==> config.mk <==
export PLATFORM = sky130hd
export DESIGN_NAME = ufx_top
export DESIGN_NICKNAME = d
export VERILOG_FILES = /design/src/ufx_pkg.sv /design/src/ufx_top.sv
export SDC_FILE = /design/constraint.sdc
export NUM_CORES = 2
export LEC_CHECK = 0
export BUFFER_PORTS_ARGS = -buffer_cell sky130_fd_sc_hd__buf_2
export CAP_MARGIN = 15
export CORE_UTILIZATION = 55
export CTS_CLUSTER_SIZE = 12
export DETAILED_ROUTE_END_ITERATION = 8
export PLACE_DENSITY = 0.73
export SLEW_MARGIN = 20
export SYNTH_ARGS = -nofsm -noshare
export SYNTH_HDL_FRONTEND = slang
export SYNTH_SLANG_ARGS = --single-unit
export TNS_END_PERCENT = 30
==> constraint.sdc <==
create_clock -name MCLK_IN -period 14.4 [get_ports MCLK_IN]
set_input_delay 0.72 -clock MCLK_IN [delete_from_list [all_inputs] [get_ports MCLK_IN]]
set_output_delay 0.72 -clock MCLK_IN [all_outputs]
set_load 0.01 [all_outputs]
==> src/ufx_pkg.sv <==
// Package of constants and types for the USB function transceiver and endpoint block.
package ufx_pkg;

   // ---------------------------------------------------------------
   // Register map (byte addresses, one 32-bit word each)
   // ---------------------------------------------------------------
   localparam int UFX_AW = 5;
   localparam logic [4:0] OFS_XCTL = 5'h00;
   localparam logic [4:0] OFS_BADR = 5'h04;
   localparam logic [4:0] OFS_BDAT = 5'h08;
   localparam logic [4:0] OFS_PIPE = 5'h0C;
   localparam logic [4:0] OFS_TRIM = 5'h10;

   // Transceiver control field positions and reset value.
   localparam int XC_PULLUP_ENABLE = 7;
   localparam int XC_XEN = 6;
   localparam int XC_SPEED = 5;
   localparam int XC_TST_HI = 4;
   localparam int XC_TST_LO = 3;
   localparam int XC_DIFFERENTIAL_RECEIVE_STATE = 2;
   localparam int XC_DP = 1;
   localparam int XC_DN = 0;
   localparam logic [7:0] XCTL_RST = 8'h00;

   // Buffer memory and pipe layout.
   localparam int BUF_BYTES = 256;
   localparam logic [7:0] EP1_IN_BASE = 8'h00;
   localparam logic [7:0] EP1_OUT_BASE = 8'h40;
   localparam logic [7:0] EP0_BASE = 8'hC0;
   localparam logic [7:0] PADDR_EP0 = 8'h00;
   localparam logic [7:0] PADDR_EP1_IN = 8'h81;
   localparam logic [7:0] PADDR_EP1_OUT = 8'h01;

   // Clock recovery timing.
   localparam int FRAME_NS = 1000000;
   localparam int CLK_NS = 100;
   localparam int FRAME_CYC = FRAME_NS / CLK_NS;
   localparam logic [7:0] TRIM_RST = 8'h80;
   localparam logic [7:0] TRIM_MAX = 8'hFF;

   // Bus responses.
   localparam logic [1:0] RESP_OKAY = 2'h0;
   localparam logic [1:0] RESP_SLVERR = 2'h2;

   typedef enum logic [1:0] {PIPE_EP0, PIPE_EP1_IN, PIPE_EP1_OUT, PIPE_NONE} ufx_pipe_t;

   // Token strobe from the serial interface engine.
   typedef struct packed {
      logic valid;
      logic sof;
      logic [7:0] addr;
   } ufx_token_t;

   // Whole state of the block except the buffer memory.
   typedef struct packed {
      logic vbus_m, vbus_s, dp_m, dp_s, dn_m, dn_s;
      logic pullup_enable, xen, speed;
      logic [1:0] tst;
      logic awrdy, wrdy, aw_got, w_got, bvalid, wstb;
      logic [1:0] bresp;
      logic [2:0] awidx;
      logic [7:0] wdata;
      logic arrdy, rvalid;
      logic [1:0] rresp;
      logic [7:0] rdata;
      logic [7:0] bptr;
      logic pu_dp, pu_dn, hit;
      ufx_pipe_t pipe;
      logic [7:0] base;
      logic [15:0] fcnt;
      logic [7:0] trim;
   } ufx_state_t;

endpackage

==> src/ufx_top.sv <==
// USB function front end: transceiver control, pipe decode, buffer memory, clock recovery.
//
// The AXI4-Lite register port and the address map are this design's own decisions.
`timescale 1ns/1ps

module ufx_top
   import ufx_pkg::*;
#(
   parameter int FRAME_CYCLES = FRAME_CYC
)
(
   input wire logic MCLK_IN,
   input wire logic RST_B_IN,
   input wire logic AWVALID_IN,
   output logic AWREADY_OUT,
   input wire logic [UFX_AW-1:0] AWADDR_IN,
   input wire logic WVALID_IN,
   output logic WREADY_OUT,
   input wire logic [31:0] WDATA_IN,
   input wire logic [3:0] WSTRB_IN,
   output logic BVALID_OUT,
   input wire logic BREADY_IN,
   output logic [1:0] BRESP_OUT,
   input wire logic ARVALID_IN,
   output logic ARREADY_OUT,
   input wire logic [UFX_AW-1:0] ARADDR_IN,
   output logic RVALID_OUT,
   input wire logic RREADY_IN,
   output logic [31:0] RDATA_OUT,
   output logic [1:0] RRESP_OUT,
   input wire logic VBUS_IN,
   input wire logic LINE_DP_IN,
   input wire logic LINE_DN_IN,
   input wire ufx_token_t TOKEN_IN,
   output logic XCVR_EN_OUT,
   output logic FULL_SPEED_OUT,
   output logic PULLUP_DP_OUT,
   output logic PULLUP_DN_OUT,
   output logic [1:0] TEST_MODE_OUT,
   output logic PIPE_HIT_OUT,
   output ufx_pipe_t PIPE_SEL_OUT,
   output logic [7:0] PIPE_BASE_OUT,
   output logic [7:0] CLK_TRIM_OUT
);

   // ---------------------------------------------------------------
   // Storage
   // ---------------------------------------------------------------

   ufx_state_t st_reg;
   ufx_state_t st_next;
   logic [7:0] buf_mem [BUF_BYTES];
   logic mem_we;
   logic [7:0] mem_wa;
   logic [7:0] mem_wd;
   logic [7:0] rd;
   logic [7:0] xctl_view;

   // Control register as software sees it, line states in the low bits.
   assign xctl_view = {st_reg.pullup_enable, st_reg.xen, st_reg.speed, st_reg.tst,
                       st_reg.dp_s & ~st_reg.dn_s, st_reg.dp_s, st_reg.dn_s};

   // ---------------------------------------------------------------
   // Next-state logic
   // ---------------------------------------------------------------

   // Computes the whole next state; the block only answers the host, it never issues tokens.
   always_comb
   begin
      st_next = st_reg;
      mem_we = 1'b0;
      mem_wa = st_reg.bptr;
      mem_wd = st_reg.wdata;
      rd = 8'h00;

      // Bus power and line pins pass two flip-flops before use.
      st_next.vbus_m = VBUS_IN;
      st_next.vbus_s = st_reg.vbus_m;
      st_next.dp_m = LINE_DP_IN;
      st_next.dp_s = st_reg.dp_m;
      st_next.dn_m = LINE_DN_IN;
      st_next.dn_s = st_reg.dn_m;

      // Write address and data are taken in either order.
      if (AWVALID_IN && st_reg.awrdy)
      begin
         st_next.aw_got = 1'b1;
         st_next.awidx = AWADDR_IN[4:2];
      end
      if (WVALID_IN && st_reg.wrdy)
      begin
         st_next.w_got = 1'b1;
         st_next.wdata = WDATA_IN[7:0];
         st_next.wstb = WSTRB_IN[0];
      end
      if (BREADY_IN && st_reg.bvalid)
      begin
         st_next.bvalid = 1'b0;
      end

      // Performs the write once both halves are held and no response waits.
      if (st_next.aw_got && st_next.w_got && !st_next.bvalid)
      begin
         st_next.aw_got = 1'b0;
         st_next.w_got = 1'b0;
         st_next.bvalid = 1'b1;
         st_next.bresp = RESP_OKAY;
         case (st_next.awidx)
            OFS_XCTL[4:2]:
            begin
               if (st_next.wstb)
               begin
                  st_next.pullup_enable = st_next.wdata[XC_PULLUP_ENABLE];
                  st_next.xen = st_next.wdata[XC_XEN];
                  st_next.speed = st_next.wdata[XC_SPEED];
                  st_next.tst = st_next.wdata[XC_TST_HI:XC_TST_LO];
               end
            end
            OFS_BADR[4:2]:
            begin
               if (st_next.wstb)
               begin
                  st_next.bptr = st_next.wdata;
               end
            end
            OFS_BDAT[4:2]:
            begin
               // Buffer byte write, pointer steps on.
               if (st_next.wstb)
               begin
                  mem_we = 1'b1;
                  mem_wa = st_reg.bptr;
                  mem_wd = st_next.wdata;
                  st_next.bptr = st_reg.bptr + 8'h01;
               end
            end
            OFS_PIPE[4:2]:
            begin
               st_next.bresp = RESP_OKAY;
            end
            OFS_TRIM[4:2]:
            begin
               if (st_next.wstb)
               begin
                  st_next.trim = st_next.wdata;
               end
            end
            default:
            begin
               st_next.bresp = RESP_SLVERR;
            end
         endcase
      end
      st_next.awrdy = !st_next.aw_got && !st_next.bvalid;
      st_next.wrdy = !st_next.w_got && !st_next.bvalid;

      // Read channel: one read under way at a time.
      if (RREADY_IN && st_reg.rvalid)
      begin
         st_next.rvalid = 1'b0;
      end
      if (ARVALID_IN && st_reg.arrdy)
      begin
         st_next.rvalid = 1'b1;
         st_next.rresp = RESP_OKAY;
         case (ARADDR_IN[4:2])
            OFS_XCTL[4:2]:
            begin
               rd = xctl_view;
            end
            OFS_BADR[4:2]:
            begin
               rd = st_next.bptr;
            end
            OFS_BDAT[4:2]:
            begin
               rd = buf_mem[st_next.bptr];
               st_next.bptr = st_next.bptr + 8'h01;
            end
            OFS_PIPE[4:2]:
            begin
               rd = {st_reg.vbus_s, st_reg.hit, 4'h0, st_reg.pipe};
            end
            OFS_TRIM[4:2]:
            begin
               rd = st_reg.trim;
            end
            default:
            begin
               st_next.rresp = RESP_SLVERR;
            end
         endcase
         st_next.rdata = rd;
      end
      st_next.arrdy = !st_next.rvalid;

      // Pullup lands on D+ at full speed, D- at low speed, only with bus power.
      st_next.pu_dp = st_reg.pullup_enable & st_reg.vbus_s & st_reg.speed;
      st_next.pu_dn = st_reg.pullup_enable & st_reg.vbus_s & ~st_reg.speed;

      // Maps a token's protocol address onto one of the three pipes.
      st_next.hit = 1'b0;
      if (TOKEN_IN.valid && st_reg.xen)
      begin
         case (TOKEN_IN.addr)
            PADDR_EP0:
            begin
               st_next.pipe = PIPE_EP0;
               st_next.base = EP0_BASE;
               st_next.hit = 1'b1;
            end
            PADDR_EP1_IN:
            begin
               st_next.pipe = PIPE_EP1_IN;
               st_next.base = EP1_IN_BASE;
               st_next.hit = 1'b1;
            end
            PADDR_EP1_OUT:
            begin
               st_next.pipe = PIPE_EP1_OUT;
               st_next.base = EP1_OUT_BASE;
               st_next.hit = 1'b1;
            end
            default:
            begin
               st_next.pipe = PIPE_NONE;
            end
         endcase
      end

      // Frame timer: each start-of-frame seen while the transceiver is enabled nudges the trim toward nominal length.
      if (st_reg.fcnt != 16'hFFFF)
      begin
         st_next.fcnt = st_reg.fcnt + 16'h0001;
      end
      if (TOKEN_IN.sof && st_reg.xen)
      begin
         st_next.fcnt = 16'h0000;
         if (st_reg.fcnt < 16'(FRAME_CYCLES - 1) && st_reg.trim != TRIM_MAX)
         begin
            st_next.trim = st_reg.trim + 8'h01;
         end
         else if (st_reg.fcnt > 16'(FRAME_CYCLES - 1) && st_reg.trim != 8'h00)
         begin
            st_next.trim = st_reg.trim - 8'h01;
         end
      end
   end

   // ---------------------------------------------------------------
   // Registers
   // ---------------------------------------------------------------

   // Registers the state; reset clears every control bit, sets the pipe to PIPE_NONE and the trim to TRIM_RST.
   always_ff @(posedge MCLK_IN)
   begin
      if (!RST_B_IN)
      begin
         st_reg <= '0;
         st_reg.pipe <= PIPE_NONE;
         st_reg.trim <= TRIM_RST;
      end
      else
      begin
         st_reg <= st_next;
      end
   end

   // Buffer memory write port.
   always_ff @(posedge MCLK_IN)
   begin
      if (mem_we)
      begin
         buf_mem[mem_wa] <= mem_wd;
      end
   end

   // ---------------------------------------------------------------
   // Outputs
   // ---------------------------------------------------------------

   // Every output is a state flip-flop, except bits 31 to 8 of RDATA_OUT, which are tied to zero.
   assign AWREADY_OUT = st_reg.awrdy;
   assign WREADY_OUT = st_reg.wrdy;
   assign BVALID_OUT = st_reg.bvalid;
   assign BRESP_OUT = st_reg.bresp;
   assign ARREADY_OUT = st_reg.arrdy;
   assign RVALID_OUT = st_reg.rvalid;
   assign RDATA_OUT = {24'h00_0000, st_reg.rdata};
   assign RRESP_OUT = st_reg.rresp;
   assign XCVR_EN_OUT = st_reg.xen;
   assign FULL_SPEED_OUT = st_reg.speed;
   assign PULLUP_DP_OUT = st_reg.pu_dp;
   assign PULLUP_DN_OUT = st_reg.pu_dn;
   assign TEST_MODE_OUT = st_reg.tst;
   assign PIPE_HIT_OUT = st_reg.hit;
   assign PIPE_SEL_OUT = st_reg.pipe;
   assign PIPE_BASE_OUT = st_reg.base;
   assign CLK_TRIM_OUT = st_reg.trim;
endmodule // ufx_top

==> results.md <==
* Fin. Hold Viols at 0
* # rows at 145
* Main combinational cell family by area after synthesis: simple AND/OR/NAND/NOR gates
* WL/cell at 32.0 um
* DR vias at 53200
* Post-synth top area cell: edfxtp_1
* Fin nets at 5762
* Die H at 399 um
* Gr ovfl total at 0
* DR iter-0 viols at 8698
* Xor-xnor portion of the synthesized cell area at 0.141%
* Global-route wire length before repair at 356 mm
* Post-CTS Repair Setup Buffers at 0
* Initial antenna violation count at 17
* Seq/Total Area, Yosys at 72.8%
* YS warnings at 0
* Storage cell area at 63100 um^2
* Total Routing Usage GR at 31.4%
* PnR worst setup slack at 7.08 ns
* Root Driver: clkbuf_16
* Cts-stage hold buffer count at 0
* Comb pwr share at 2.1%
* Cell with the most instances after synthesis: edfxtp_1
* Met2 GRT Util at 46.1%
* Slew HR at 14.9%
* Clock network fraction of total power at 40.9%
* Worst setup path category: reg -> reg
* Most Crowded Layer GR: met2
* Sw frac at 20.3%
* H-tree depth at 4
* Crit. End Element: flip-flop
* Pwr Total at 0.0119 W
* Final slew viol count at 0
* CTS tree: yes
* GR Util met1 at 41.8%
* CTS clk-pin slew, worst paths at 0.06 ns
* Largest register FFs at 2048
* Vias per cell at 6.77
* Synthesized area at 86700 um^2
* Placed cells at 7537
* Vias in the first global route at 50200
* Clock Latency Late Sink at 0.85 ns
* Library cells used by synthesis at 103
* IR drop worst, VDD at 152 uV
* Seq pwr share at 57.0%
* Fill cell count at 11200
* Max Cap Viol at 0
* CP max FO at 84
* Total CTS buffers at 204
* Share of the synthesized area in the top cell type at 70.9%
* WP data required at 15.16 ns
* Synth Area in Compound Gates at 5.68%
* Multiplexer share of the synthesized area at 8.23%
* NetSw at 0.00242 W
* Status: complete, no violations
* Hold Path Class: in -> reg
* Core box area at 156000 um^2
* RSZ-0062 raised after global routing: no
* Final Non-Filler Cells at 7849
* Die X at 399 um
* F_max at 137 MHz
* Largest net degree at the start of global routing at 257
* Resize count post-CTS at 0
* Cells after Synth at 5688
* Async SR Flop Fraction at 0%
* Starting Density at 55.4%
* Commonest cells post-synth: edfxtp_1, nand2_1, nor2_1
* Routed Wire Length at 251 mm
* Dpl hpwl at 145 mm
* Util after Layout at 60.3%
* Period utilisation layout at 50.9%
* Lkg Pwr at 30.2 nW
* DRC viols at 0
* Worst Path Arrival at 8.08 ns
* Final setup fails at 0
* Router iterations before antenna repair at 9
* Setup WS pre-CTS at 6.83 ns
* Post-route clock skew at 0.0287 ns
* IO Port Bufs at 68
* Int Pwr at 0.00950 W
* Power Density at 126 nW/um^2
* ANT nets after route at 0
* Layout cells sized above 1 at 12.5%
* Yosys reg bits at 2127
* Post-route minimum period at 7.32 ns
* Die Area at 159000 um^2
* Final RePlAce weighted congestion at 0.943
* Adder-Cell Fraction of Synth Area at 0.130%
* Post-synth EDFFs at 2048
* Synth-to-Final Area Change at 8.76%
* Average footprint of a synthesized cell at 15.2 um^2
* Max Buffers Root-to-Sink at 3
* Footprint of the multi-input gates at 21300 um^2
* Main synth FF type: edfxtp_1
* Worst-margin pin slew at 1.28 ns
* Met3 usage at 10.1%
* CP Launch Type: flip-flop
* I/O pin cnt at 132
* Post-Route Setup TNS at 0 ns
* Largest cells by area after synthesis: edfxtp_1, mux4_2, nand2_1
* Clock sinks at 2127
* Synth Area in Simple Gates at 9.98%
[cells by family after synthesis]
family	Yosys count
AND/OR/NAND/NOR	1974
multiplexers	435
flip-flops	2127
adder cells (fa/ha/maj)	9
other	1
buffers and inverters	440
AO/OA/AOI/OAI	688
XOR/XNOR	14
[worst max-delay path, cell delays in order, from the launching register on]
cell and delay [ns]:
dfxtp_1 0.45, nand2_1 0.39, mux2i_1 0.35, o32ai_1 0.63, a211o_4 0.75, buf_12 0.49
buf_4 0.73, buf_4 0.67, mux2i_1 0.19, a32oi_1 0.26, nand3_1 0.16, o211ai_1 0.87
nand4_1 0.46, o31a_1 0.36, a311oi_1 0.26
[worst paths after layout]
check	cells past startpoint	end	from	slack, ns
max	14	RDATA_OUT[5]$_SDFFE_PN0P_	WREADY_OUT$_SDFF_PN0_	7.08
min	2	st_next[81]$_SDFF_PN0_	LINE_DN_IN	0.09
max reg2reg	14	RDATA_OUT[5]$_SDFFE_PN0P_	WREADY_OUT$_SDFF_PN0_	7.08
min reg2reg	1	st_reg[83]$_SDFF_PN0_	st_next[83]$_SDFF_PN0_	0.45
[power by group through the flow]
stage | clock [W] | combinational, W | sequential, W
after detailed placement | 0 | 0.000236 | 0.00692
after CTS | 0.00487 | 0.000237 | 0.00679
after global routing | 0.00509 | 0.000257 | 0.00679
final | 0.00488 | 0.000246 | 0.00679
after global placement | 0 | 0.000228 | 0.00692
after floorplan | 0 | 0.000148 | 0.00695
[cell type report]
cell class                      count  area share, %
Sequential cell                  2127           66.9
Multi-Input combinational cell   3152           22.6
Clock buffer                      271           5.82
Tap cell                         2058           2.73
Timing Repair Buffer              184           1.49
Clock inverter                     35          0.316
Inverter                           18         0.0969
Antenna cell                        4         0.0106
[cell usage in the layout, fill, tap and decap left out, types with 38 or more instances in the layout]
cell type,count
clkbuf_16,209
nand3_1,334
and3_1,113
mux4_2,217
dfxtp_1,79
a22oi_1,38
a21oi_1,132
buf_2,68
edfxtp_1,2048
nor2_1,351
clkbuf_1,59
a31oi_1,72
a32oi_1,39
nand4_1,51
nand2_1,978
a211oi_1,83
mux2i_1,201
buf_4,101
o21ai_0,70
a311oi_1,70
[routing by layer]
metal  share of wire [%]  vias to the layer above
met5               0.039                        -
met4                 6.4                       14
met3                  14                      792
met2                  44                     4040
met1                  35                    26500
li1                    -                    21800
[through the flow]
stage / instance area [um^2] / hold slack (ns)
6_report: 94300 / 0.0856
4_1_cts: 94200 / 0.0434
5_1_grt: 94300 / 0.0791
3_5_place_dp: 88400 / 0.431
3_3_place_gp: 88400 / 0.427
2_1_floorplan: 86800 / 0.412
(Power assumes the default switching activity.)
